--- src/include/mcsfa_defs.svh ---
// Register map, field positions, reset values and sizes of the sync and FIFO align block
`ifndef MCSFA_DEFS_SVH
`define MCSFA_DEFS_SVH

`define MCSFA_ADDR_SYNC_CTRL   8'h10
`define MCSFA_ADDR_PHASE_REQ   8'h11
`define MCSFA_ADDR_LOCK_STATE  8'h12
`define MCSFA_ADDR_MEAS_PHASE  8'h13
`define MCSFA_ADDR_PTR_OFS     8'h17
`define MCSFA_ADDR_ALIGN_STATE 8'h18
`define MCSFA_ADDR_FILL        8'h19

`define MCSFA_SC_EN_BIT        7
`define MCSFA_SC_RATE_BIT      6
`define MCSFA_SC_EDGE_BIT      3
`define MCSFA_SC_AVG_MSB       2
`define MCSFA_SC_MASK          8'hcf
`define MCSFA_SC_RESET         8'h48
`define MCSFA_PHASE_W          6
`define MCSFA_PHASE_RESET      6'h00
`define MCSFA_OFS_W            3
`define MCSFA_OFS_RESET        3'h4
`define MCSFA_ACC_W            13

`define MCSFA_LS_LOST_BIT      7
`define MCSFA_LS_LOCK_BIT      6
`define MCSFA_AS_WARN1_BIT     7
`define MCSFA_AS_WARN2_BIT     6
`define MCSFA_AS_ACK_BIT       2
`define MCSFA_AS_REQ_BIT       1
`define MCSFA_AS_HWAL_BIT      0
`define MCSFA_FILL_W           8

`endif

--- src/include/mcsfa_pkg.sv ---
// Shared types of the sync and FIFO align block
package mcsfa_pkg;
    typedef enum logic [1:0] {
        mcsfa_s_off,
        mcsfa_s_arm,
        mcsfa_s_track
    } mcsfa_sync_state_e;
    typedef logic [7:0] mcsfa_byte_t;
endpackage

--- src/include/mcsfa_fifo_if.sv ---
// Carrier between the control logic and the alignment FIFO
`timescale 1ns/1ps
interface mcsfa_fifo_if #(
    parameter int WIDTH = 16,
    parameter int DEPTH = 8
);
    logic [WIDTH-1:0]         in_data;
    logic                     in_valid;
    logic                     in_ready;
    logic [WIDTH-1:0]         out_data;
    logic                     out_valid;
    logic                     out_ready;
    logic                     align;
    logic [2:0]               align_offset;
    logic [$clog2(DEPTH):0]   level;

    modport ctrl (
        output in_data, in_valid, out_ready, align, align_offset,
        input  in_ready, out_data, out_valid, level
    );
    modport buffer (
        input  in_data, in_valid, out_ready, align, align_offset,
        output in_ready, out_data, out_valid, level
    );
endinterface

--- src/rtl/mcsfa_fifo.sv ---
// Elastic alignment FIFO with pointer realignment and level count
`timescale 1ns/1ps
module mcsfa_fifo #(
    parameter int WIDTH = 16,
    parameter int DEPTH = 8
) (
    input wire logic      clk,
    input wire logic      reset_n,
    mcsfa_fifo_if.buffer  bus
);
    localparam int AW = $clog2(DEPTH);
    localparam logic [AW:0] FULL_LVL = (AW+1)'(DEPTH);

    logic [WIDTH-1:0] mem [DEPTH];
    logic [AW-1:0]    wr_ptr_ff;
    logic [AW-1:0]    rd_ptr_ff;
    logic [AW:0]      level_ff;
    logic [AW:0]      nxt_level;
    logic             rdy_ff;
    logic             vld_ff;
    logic             push;
    logic             pop;

    // Traffic is held off during the realign cycle so pointers stay coherent
    assign push = bus.in_valid & rdy_ff & ~bus.align;
    assign pop  = vld_ff & bus.out_ready & ~bus.align;

    always_comb begin
        if (bus.align) begin
            nxt_level = (AW+1)'(bus.align_offset);
        end else begin
            nxt_level = level_ff + (AW+1)'(push) - (AW+1)'(pop);
        end
    end

    // Pointers; write pointer jumps ahead of read pointer on realign
    always_ff @(posedge clk or negedge reset_n) begin
        if (!reset_n) begin
            wr_ptr_ff <= '0;
            rd_ptr_ff <= '0;
        end else if (bus.align) begin
            wr_ptr_ff <= rd_ptr_ff + AW'(bus.align_offset);
        end else begin
            if (push) wr_ptr_ff <= wr_ptr_ff + AW'(1);
            if (pop) rd_ptr_ff <= rd_ptr_ff + AW'(1);
        end
    end

    // Level and handshake flags registered from the next level
    always_ff @(posedge clk or negedge reset_n) begin
        if (!reset_n) begin
            level_ff <= '0;
            rdy_ff   <= 1'b0;
            vld_ff   <= 1'b0;
        end else begin
            level_ff <= nxt_level;
            rdy_ff   <= (nxt_level != FULL_LVL);
            vld_ff   <= (nxt_level != '0);
        end
    end

    // Storage needs no reset
    always_ff @(posedge clk) begin
        if (push) mem[wr_ptr_ff] <= bus.in_data;
    end

    assign bus.in_ready  = rdy_ff;
    assign bus.out_valid = vld_ff;
    assign bus.out_data  = mem[rd_ptr_ff];
    assign bus.level     = level_ff;
endmodule

--- src/rtl/mcsfa_top.sv ---
// Multichip sync phase tracking and FIFO pointer alignment with register port
`timescale 1ns/1ps
`include "mcsfa_defs.svh"
module mcsfa_top #(
    parameter int WIDTH = 16,
    parameter int DEPTH = 8
) (
    input  wire logic             clk,
    input  wire logic             reset_n,
    input  wire logic [7:0]       reg_addr,
    input  wire logic             reg_wr,
    input  wire logic [7:0]       reg_wdata,
    output logic [7:0]            reg_rdata,
    input  wire logic             sync_in,
    input  wire logic [WIDTH-1:0] in_data,
    input  wire logic             in_valid,
    output logic                  in_ready,
    output logic [WIDTH-1:0]      out_data,
    output logic                  out_valid,
    input  wire logic             out_ready
);
    mcsfa_fifo_if #(.WIDTH(WIDTH), .DEPTH(DEPTH)) fifo_bus ();

    // Control registers
    logic [7:0]                    sc_ctrl_ff;
    logic [`MCSFA_PHASE_W-1:0]     phase_req_ff;
    logic [`MCSFA_OFS_W-1:0]       ptr_ofs_ff;
    logic [7:0]                    rdata_ff;
    // Alignment sources
    logic                          hw_init_ff;
    logic                          hw_taken_ff;
    logic                          hw_aligned_ff;
    logic                          soft_req_ff;
    logic                          soft_taken_ff;
    logic                          soft_ack_ff;
    logic                          align_ff;
    logic                          nxt_align;
    // Sync path
    logic                          sync_meta_ff;
    logic                          sync_s_ff;
    logic                          sync_d_ff;
    mcsfa_pkg::mcsfa_sync_state_e  state_ff;
    logic [`MCSFA_PHASE_W-1:0]     phase_cnt_ff;
    logic [`MCSFA_ACC_W-1:0]       acc_ff;
    logic [`MCSFA_ACC_W-1:0]       nxt_acc;
    logic [`MCSFA_ACC_W+1:0]       scaled;
    logic [7:0]                    sample_n_ff;
    logic [7:0]                    meas_phase_ff;
    logic                          locked_ff;
    logic                          lost_ff;
    // Status
    logic                          warn1_ff;
    logic                          warn2_ff;
    logic [`MCSFA_FILL_W-1:0]      fill_ff;
    logic [`MCSFA_FILL_W-1:0]      therm;

    logic                          sync_en;
    logic                          rate_data;
    logic                          edge_rise;
    logic [2:0]                    avg_code;
    logic                          sync_edge;
    logic                          arm_edge;
    logic                          meas_edge;
    logic                          last_sample;
    logic                          sync_fifo_align;
    logic                          wr_sc;
    logic                          wr_req;
    logic                          wr_ofs;
    logic                          wr_as;

    // Number of averaged samples for a code
    function automatic logic [7:0] avg_count(input logic [2:0] code);
        avg_count = 8'h01 << code;
    endfunction

    // Distance test; level is write minus read, so both wrap ends count
    function automatic logic ptr_near(input logic [$clog2(DEPTH):0] lvl, input int k);
        ptr_near = (int'(lvl) <= k) || (int'(lvl) >= DEPTH - k);
    endfunction

    assign sync_en   = sc_ctrl_ff[`MCSFA_SC_EN_BIT];
    assign rate_data = sc_ctrl_ff[`MCSFA_SC_RATE_BIT];
    assign edge_rise = sc_ctrl_ff[`MCSFA_SC_EDGE_BIT];
    assign avg_code  = sc_ctrl_ff[`MCSFA_SC_AVG_MSB:0];

    assign wr_sc  = reg_wr && (reg_addr == `MCSFA_ADDR_SYNC_CTRL);
    assign wr_req = reg_wr && (reg_addr == `MCSFA_ADDR_PHASE_REQ);
    assign wr_ofs = reg_wr && (reg_addr == `MCSFA_ADDR_PTR_OFS);
    assign wr_as  = reg_wr && (reg_addr == `MCSFA_ADDR_ALIGN_STATE)
                    && reg_wdata[`MCSFA_AS_REQ_BIT];

    // Writable configuration; reserved bits are dropped on write
    always_ff @(posedge clk or negedge reset_n) begin
        if (!reset_n) begin
            sc_ctrl_ff   <= `MCSFA_SC_RESET;
            phase_req_ff <= `MCSFA_PHASE_RESET;
            ptr_ofs_ff   <= `MCSFA_OFS_RESET;
        end else begin
            if (wr_sc) sc_ctrl_ff <= reg_wdata & `MCSFA_SC_MASK;
            if (wr_req) phase_req_ff <= reg_wdata[`MCSFA_PHASE_W-1:0];
            if (wr_ofs) ptr_ofs_ff <= reg_wdata[`MCSFA_OFS_W-1:0];
        end
    end

    // Two-stage synchroniser on the sync pin, then a delay stage for edges
    always_ff @(posedge clk or negedge reset_n) begin
        if (!reset_n) begin
            sync_meta_ff <= 1'b0;
            sync_s_ff    <= 1'b0;
            sync_d_ff    <= 1'b0;
        end else begin
            sync_meta_ff <= sync_in;
            sync_s_ff    <= sync_meta_ff;
            sync_d_ff    <= sync_s_ff;
        end
    end

    // Edge polarity is chosen by software
    assign sync_edge = edge_rise ? (sync_s_ff & ~sync_d_ff)
                                 : (~sync_s_ff & sync_d_ff);
    assign arm_edge  = (state_ff == mcsfa_pkg::mcsfa_s_arm) && sync_edge;
    assign meas_edge = (state_ff == mcsfa_pkg::mcsfa_s_track) && sync_edge;
    // At FIFO reset rate every edge realigns; at data rate only the first
    assign sync_fifo_align = arm_edge || (meas_edge && !rate_data);

    // Sync sequencer; disabling drops straight back to off
    always_ff @(posedge clk or negedge reset_n) begin
        if (!reset_n) begin
            state_ff <= mcsfa_pkg::mcsfa_s_off;
        end else if (!sync_en) begin
            state_ff <= mcsfa_pkg::mcsfa_s_off;
        end else begin
            case (state_ff)
                mcsfa_pkg::mcsfa_s_off: begin
                    state_ff <= mcsfa_pkg::mcsfa_s_arm;
                end
                mcsfa_pkg::mcsfa_s_arm: begin
                    if (sync_edge) state_ff <= mcsfa_pkg::mcsfa_s_track;
                end
                mcsfa_pkg::mcsfa_s_track: begin
                    state_ff <= mcsfa_pkg::mcsfa_s_track;
                end
                default: begin
                    state_ff <= mcsfa_pkg::mcsfa_s_off;
                end
            endcase
        end
    end

    // Local phase counter; loaded one ahead so a 64-cycle sync lands on request
    always_ff @(posedge clk or negedge reset_n) begin
        if (!reset_n) begin
            phase_cnt_ff <= '0;
        end else if (arm_edge) begin
            phase_cnt_ff <= phase_req_ff + `MCSFA_PHASE_W'(1);
        end else begin
            phase_cnt_ff <= phase_cnt_ff + `MCSFA_PHASE_W'(1);
        end
    end

    // Averaging; shifting two extra bits left gives the quarter-cycle fraction
    assign nxt_acc     = acc_ff + `MCSFA_ACC_W'(phase_cnt_ff);
    assign scaled      = {nxt_acc, 2'b00} >> avg_code;
    assign last_sample = (sample_n_ff == avg_count(avg_code) - 8'h01);

    always_ff @(posedge clk or negedge reset_n) begin
        if (!reset_n) begin
            acc_ff        <= '0;
            sample_n_ff   <= 8'h00;
            meas_phase_ff <= 8'h00;
        end else if (!sync_en) begin
            acc_ff      <= '0;
            sample_n_ff <= 8'h00;
        end else if (meas_edge) begin
            if (last_sample) begin
                acc_ff        <= '0;
                sample_n_ff   <= 8'h00;
                meas_phase_ff <= scaled[7:0];
            end else begin
                acc_ff      <= nxt_acc;
                sample_n_ff <= sample_n_ff + 8'h01;
            end
        end
    end

    // Lock tracking; each measured edge compares against the request
    always_ff @(posedge clk or negedge reset_n) begin
        if (!reset_n) begin
            locked_ff <= 1'b0;
            lost_ff   <= 1'b0;
        end else if (!sync_en) begin
            locked_ff <= 1'b0;
            lost_ff   <= 1'b0;
        end else if (meas_edge) begin
            if (phase_cnt_ff == phase_req_ff) begin
                locked_ff <= 1'b1;
            end else if (locked_ff) begin
                locked_ff <= 1'b0;
                lost_ff   <= 1'b1;
            end
        end
    end

    // Hardware reset alignment fires once, right after reset release
    always_ff @(posedge clk or negedge reset_n) begin
        if (!reset_n) begin
            hw_init_ff    <= 1'b1;
            hw_taken_ff   <= 1'b0;
            hw_aligned_ff <= 1'b0;
        end else begin
            hw_init_ff  <= 1'b0;
            hw_taken_ff <= hw_init_ff;
            if (hw_taken_ff) hw_aligned_ff <= 1'b1;
        end
    end

    // Soft request self-clears when taken; a new write wins over the clear
    always_ff @(posedge clk or negedge reset_n) begin
        if (!reset_n) begin
            soft_req_ff   <= 1'b0;
            soft_taken_ff <= 1'b0;
            soft_ack_ff   <= 1'b0;
        end else begin
            if (wr_as) begin
                soft_req_ff <= 1'b1;
            end else if (soft_req_ff) begin
                soft_req_ff <= 1'b0;
            end
            soft_taken_ff <= soft_req_ff;
            if (soft_taken_ff) begin
                soft_ack_ff <= 1'b1;
            end else if (wr_as) begin
                soft_ack_ff <= 1'b0;
            end
        end
    end

    // One realign pulse merges all three sources
    assign nxt_align = hw_init_ff || soft_req_ff || sync_fifo_align;

    always_ff @(posedge clk or negedge reset_n) begin
        if (!reset_n) begin
            align_ff <= 1'b0;
        end else begin
            align_ff <= nxt_align;
        end
    end

    // FIFO hookup
    assign fifo_bus.in_data      = in_data;
    assign fifo_bus.in_valid     = in_valid;
    assign fifo_bus.out_ready    = out_ready;
    assign fifo_bus.align        = align_ff;
    assign fifo_bus.align_offset = ptr_ofs_ff;
    assign in_ready              = fifo_bus.in_ready;
    assign out_valid             = fifo_bus.out_valid;
    assign out_data              = fifo_bus.out_data;

    mcsfa_fifo #(
        .WIDTH (WIDTH),
        .DEPTH (DEPTH)
    ) u_fifo (
        .clk     (clk),
        .reset_n (reset_n),
        .bus     (fifo_bus.buffer)
    );

    // Thermometer fill code; one bit per word of level
    generate
        for (genvar i = 0; i < `MCSFA_FILL_W; i++) begin : g_therm
            assign therm[i] = (int'(fifo_bus.level) > i);
        end
    endgenerate

    // Both pointers live on one clock, so the level needs no crossing
    always_ff @(posedge clk or negedge reset_n) begin
        if (!reset_n) begin
            warn1_ff <= 1'b0;
            warn2_ff <= 1'b0;
            fill_ff  <= '0;
        end else begin
            warn1_ff <= ptr_near(fifo_bus.level, 1);
            warn2_ff <= ptr_near(fifo_bus.level, 2);
            fill_ff  <= therm;
        end
    end

    // Read port; unmapped addresses read zero
    always_ff @(posedge clk or negedge reset_n) begin
        if (!reset_n) begin
            rdata_ff <= 8'h00;
        end else begin
            case (reg_addr)
                `MCSFA_ADDR_SYNC_CTRL:   rdata_ff <= sc_ctrl_ff;
                `MCSFA_ADDR_PHASE_REQ:   rdata_ff <= {2'h0, phase_req_ff};
                `MCSFA_ADDR_LOCK_STATE:  rdata_ff <= {lost_ff, locked_ff, 6'h00};
                `MCSFA_ADDR_MEAS_PHASE:  rdata_ff <= meas_phase_ff;
                `MCSFA_ADDR_PTR_OFS:     rdata_ff <= {5'h00, ptr_ofs_ff};
                `MCSFA_ADDR_ALIGN_STATE: rdata_ff <= {warn1_ff, warn2_ff, 3'h0,
                                                      soft_ack_ff, soft_req_ff,
                                                      hw_aligned_ff};
                `MCSFA_ADDR_FILL:        rdata_ff <= fill_ff;
                default:                 rdata_ff <= 8'h00;
            endcase
        end
    end

    assign reg_rdata = rdata_ff;
endmodule

--- config.mk ---
export PLATFORM = sky130hd
export DESIGN_NAME = mcsfa_top
export DESIGN_NICKNAME = d
export VERILOG_FILES = /design/src/include/mcsfa_pkg.sv /design/src/include/mcsfa_fifo_if.sv /design/src/rtl/mcsfa_fifo.sv /design/src/rtl/mcsfa_top.sv
export VERILOG_INCLUDE_DIRS = /design/src /design/src/include
export SDC_FILE = /design/constraint.sdc
export NUM_CORES = 1
export LEC_CHECK = 0
export ABC_CLOCK_PERIOD_IN_PS = 3700
export BUFFER_PORTS_ARGS = -buffer_cell sky130_fd_sc_hd__clkbuf_2
export CAP_MARGIN = 20
export CORE_ASPECT_RATIO = 1.75
export CORE_MARGIN = 1.5
export CORE_UTILIZATION = 55
export CTS_BUF_LIST = sky130_fd_sc_hd__clkbuf_8 sky130_fd_sc_hd__clkbuf_16
export CTS_CLUSTER_SIZE = 14
export DETAILED_ROUTE_END_ITERATION = 7
export HOLD_SLACK_MARGIN = 0.03
export PLACE_DENSITY = 0.73
export SLEW_MARGIN = 10
export SYNTH_ARGS = -nofsm -noshare
export SYNTH_HDL_FRONTEND = slang
export SYNTH_SLANG_ARGS = --single-unit
--- constraint.sdc ---
create_clock -name clk -period 3.7 [get_ports clk]
set_input_delay 0.925 -clock clk [delete_from_list [all_inputs] [get_ports clk]]
set_output_delay 0.925 -clock clk [all_outputs]
set_load 0.1 [all_outputs]
==> results.sh <==
export IMPL_syn_area_per_cell_sq_um=13.6
export IMPL_synth_top_family_by_area="multiplexers"
export IMPL_reg2regPathDepth=10
export IMPL_postSynthCellCount=772
export IMPL_timing_rr_start="phase_cnt_ff[0]"
export IMPL_cp_required_ns=2.77
export IMPL_cts_htree_levels=1
export IMPL_holdPathStages=0
export IMPL_antenna_found_initial=0
export IMPL_gp_congestion=0.877
export IMPL_crit_path_start_kind="flop"
export IMPL_cts_repair_resized=0
export IMPL_synth_fa_ha_area_frac=0.0320
export IMPL_rows=66
export IMPL_post_route_util=0.626
export IMPL_p_leak_uw=0.00458
export IMPL_final_cells=1094
export IMPL_cts_root_buffer="clkbuf_16"
export IMPL_maxSlewViolCount=0
export IMPL_final_area_sq_mm=0.0117
export IMPL_cp_max_fo=28
export IMPL_synth_edf_count=128
export IMPL_hp_class="flop to flop"
export IMPL_avgViaCountPerCell=6.08
export IMPL_setup_viol=0
export IMPL_worst_pin_slew_ns=0.872
export IMPL_synth_simple_gate_area_frac=0.102
export IMPL_grt_pass1_wl_mm=37.1
export IMPL_timing_setup_tns_ns=0
export IMPL_ys_top_cells_by_area="edfxtp_1 37%, dfrtp_1 21%, mux4_2 7.3%, mux2_2 4.0%, ha_1 2.6%"
export IMPL_core_sq_mm=0.0187
export IMPL_hold_start="sync_meta_ff"
export IMPL_area_growth_pct=11.4
export IMPL_relSlewSlack=0.419
export IMPL_grt_start_max_net_pins=36
export IMPL_drive_above_1_share=0.244
export IMPL_postSynth_asyncResetShare=0.423
export IMPL_fp_dieH_microns=186
export IMPL_grt_usage=0.242
export IMPL_synth_compound_area_frac=0.0892
export IMPL_drtIter0Drc=375
export IMPL_clk_path_buf_depth=3
export IMPL_dieArea_sq_mm=0.0199
export IMPL_wl_per_cell_microns=20.9
export IMPL_postCtsHoldBufs=0
export IMPL_ff2ff_setup_slack_ns=0.73
export IMPL_ys_flop_type="edfxtp_1"
export IMPL_outcome="completed"
export IMPL_start_util=0.562
export IMPL_ios=64
export IMPL_synth_top_area_share=0.367
export IMPL_path_clk_slew_ns=0.07
export IMPL_num_antenna_cells=0
export IMPL_place_area_sq_mm=0.0111
export IMPL_dpl_hpwl_mm=16.1
export IMPL_drtAntennaViolNets=0
export IMPL_critPathKind="flop to output pin"
export IMPL_grt_pass1_vias=7112
export IMPL_first_pass_iters=5
export IMPL_synth_top_area_cell="edfxtp_1"
export IMPL_die_x_microns=107
export IMPL_skew_ns=0.0337
export IMPL_clk_latency_ns=0.51
export IMPL_ys_types=84
export IMPL_synth_xor_area_frac=0.0217
export IMPL_clock_fmax_ghz=0.288
export IMPL_irDropWorstVdd_mv=0.580
export IMPL_drc=0
export IMPL_port_buffers=63
export IMPL_netlist_area_sq_mm=0.0105
export IMPL_seq_area_frac_synth=0.592
export IMPL_fin_nets=904
export IMPL_cts_setup_buffers=0
export IMPL_syn_nets=835
export IMPL_dp_cells=1056
export IMPL_arrival_ns=2.54
export IMPL_drt_wl_total_mm=22.9
export IMPL_hold_viol=0
export IMPL_synth_seq_cells=222
export IMPL_via_count=6656
export IMPL_grt_setup_unrepaired="false"
export IMPL_drv_cap=0
export IMPL_cp_startpoint="u_fifo.rd_ptr_ff[0]"
export IMPL_power_density_mw_per_mm2=680
export IMPL_cts_buffers=21
export IMPL_period_minus_slack_ns=3.47
export IMPL_muxShareOfSynthArea=0.131
export IMPL_yosysWarnings=0
export IMPL_min_period_over_period=0.938
export IMPL_grt_overflow=0
export IMPL_cts_sink_count=222
export IMPL_cp_end_kind="output pin"
export IMPL_cts_tree="yes"
[per-stage QoR]
step                      total power [uW]  hold WS (ns)  setup slack (ns)
after floorplan                       5510         0.331             0.528
after global placement                5990         0.347             0.601
after detailed placement              6070         0.342             0.445
after CTS                             8030         0.365             0.177
after global routing                  8310         0.370             0.127
final                                 7950         0.360             0.231
[synth_stat cells, drive strengths merged (18+ instances only)]
cell	count
a21oi	18
clkbuf	22
dfrtp	90
edfxtp	128
ha	22
inv	30
mux2	37
mux2i	19
mux4	34
nand2	57
nand3	22
nor2	43
o21ai	43
[registers in the layout, summed over array words and instances, names as in the netlist, 4 cells and up]
name and flops:
u_fifo.bus.level 4, u_fifo.mem 128, phase_cnt_ff 6, sample_n_ff 8, sc_ctrl_ff 6, fill_ff 8
meas_phase_ff 8, phase_req_ff 6, reg_rdata 8, acc_ff 13
[per-layer routing]
metal / track usage / routed length [microns] / vias up
met5: 0 / 0 / -
met4: 0.0947 / 801 / 0
met3: 0.0273 / 977 / 52
met2: 0.472 / 12900 / 190
met1: 0.262 / 8210 / 3372
li1: - / - / 3042
[layout make-up]
class,count,area (sq um)
clock inverters,16,83.8
multi-input cells,482,3960
fillers,1454,6990
flip-flops and latches,222,6200
repair buffers,83,480
inverters,31,116
clock buffers,22,539
well taps,238,298
[logic make-up (layout without fill, tap and decap cells)]
group	after synthesis	count (layout)
DFF	222	222
and+or+nand+nor	205	205
AOI/OAI and AO/OA	135	135
muxes	90	90
buffers and inverters	68	152
xor gates and xnor gates	26	26
adders and majority gates	25	25
other	1	1
[power by group]
group	internal, uW	switching [uW]	leakage [uW]
logic	951	1950	0.00186
clock network	1060	884	0.000342
registers	2870	236	0.00237
[worst paths after layout]
check / to
setup / recovery: out_data[11]
hold / removal: sync_s_ff
setup reg to reg: meas_phase_ff[1]
hold reg to reg: sync_s_ff
max in group asynchronous: fifo_bus.align_offset[2]
min in group asynchronous: meas_phase_ff[1]
[worst max-delay path: stages, from the launching register on]
cell and delay, ns:
dfrtp_2 0.53, buf_12 0.28, mux4_2 0.53, mux2_2 0.29, clkbuf_2 0.37
[cells in the final DEF, fill, tap and decap left out, types with 4 or more instances in the layout]
cell,count
a211oi_1,8
a21o_1,8
a21oi_1,18
a22o_1,5
a31oi_1,7
and2_1,5
and3_1,4
buf_4,20
clkbuf_16,21
clkbuf_2,62
dfrtp_1,89
dfstp_2,4
edfxtp_1,128
ha_1,22
inv_1,40
mux2_2,37
mux2i_1,19
mux4_2,34
nand2_1,56
nand2b_1,14
nand3_1,22
nand4_1,4
nor2_1,42
nor2b_1,7
nor3_1,12
nor3b_1,5
o211ai_1,5
o21a_1,4
o21ai_0,41
o22ai_1,4
or2_2,5
or3_1,5
or4_1,4
xnor2_1,13
xor2_1,13
Power figures use the tool's default switching activity.
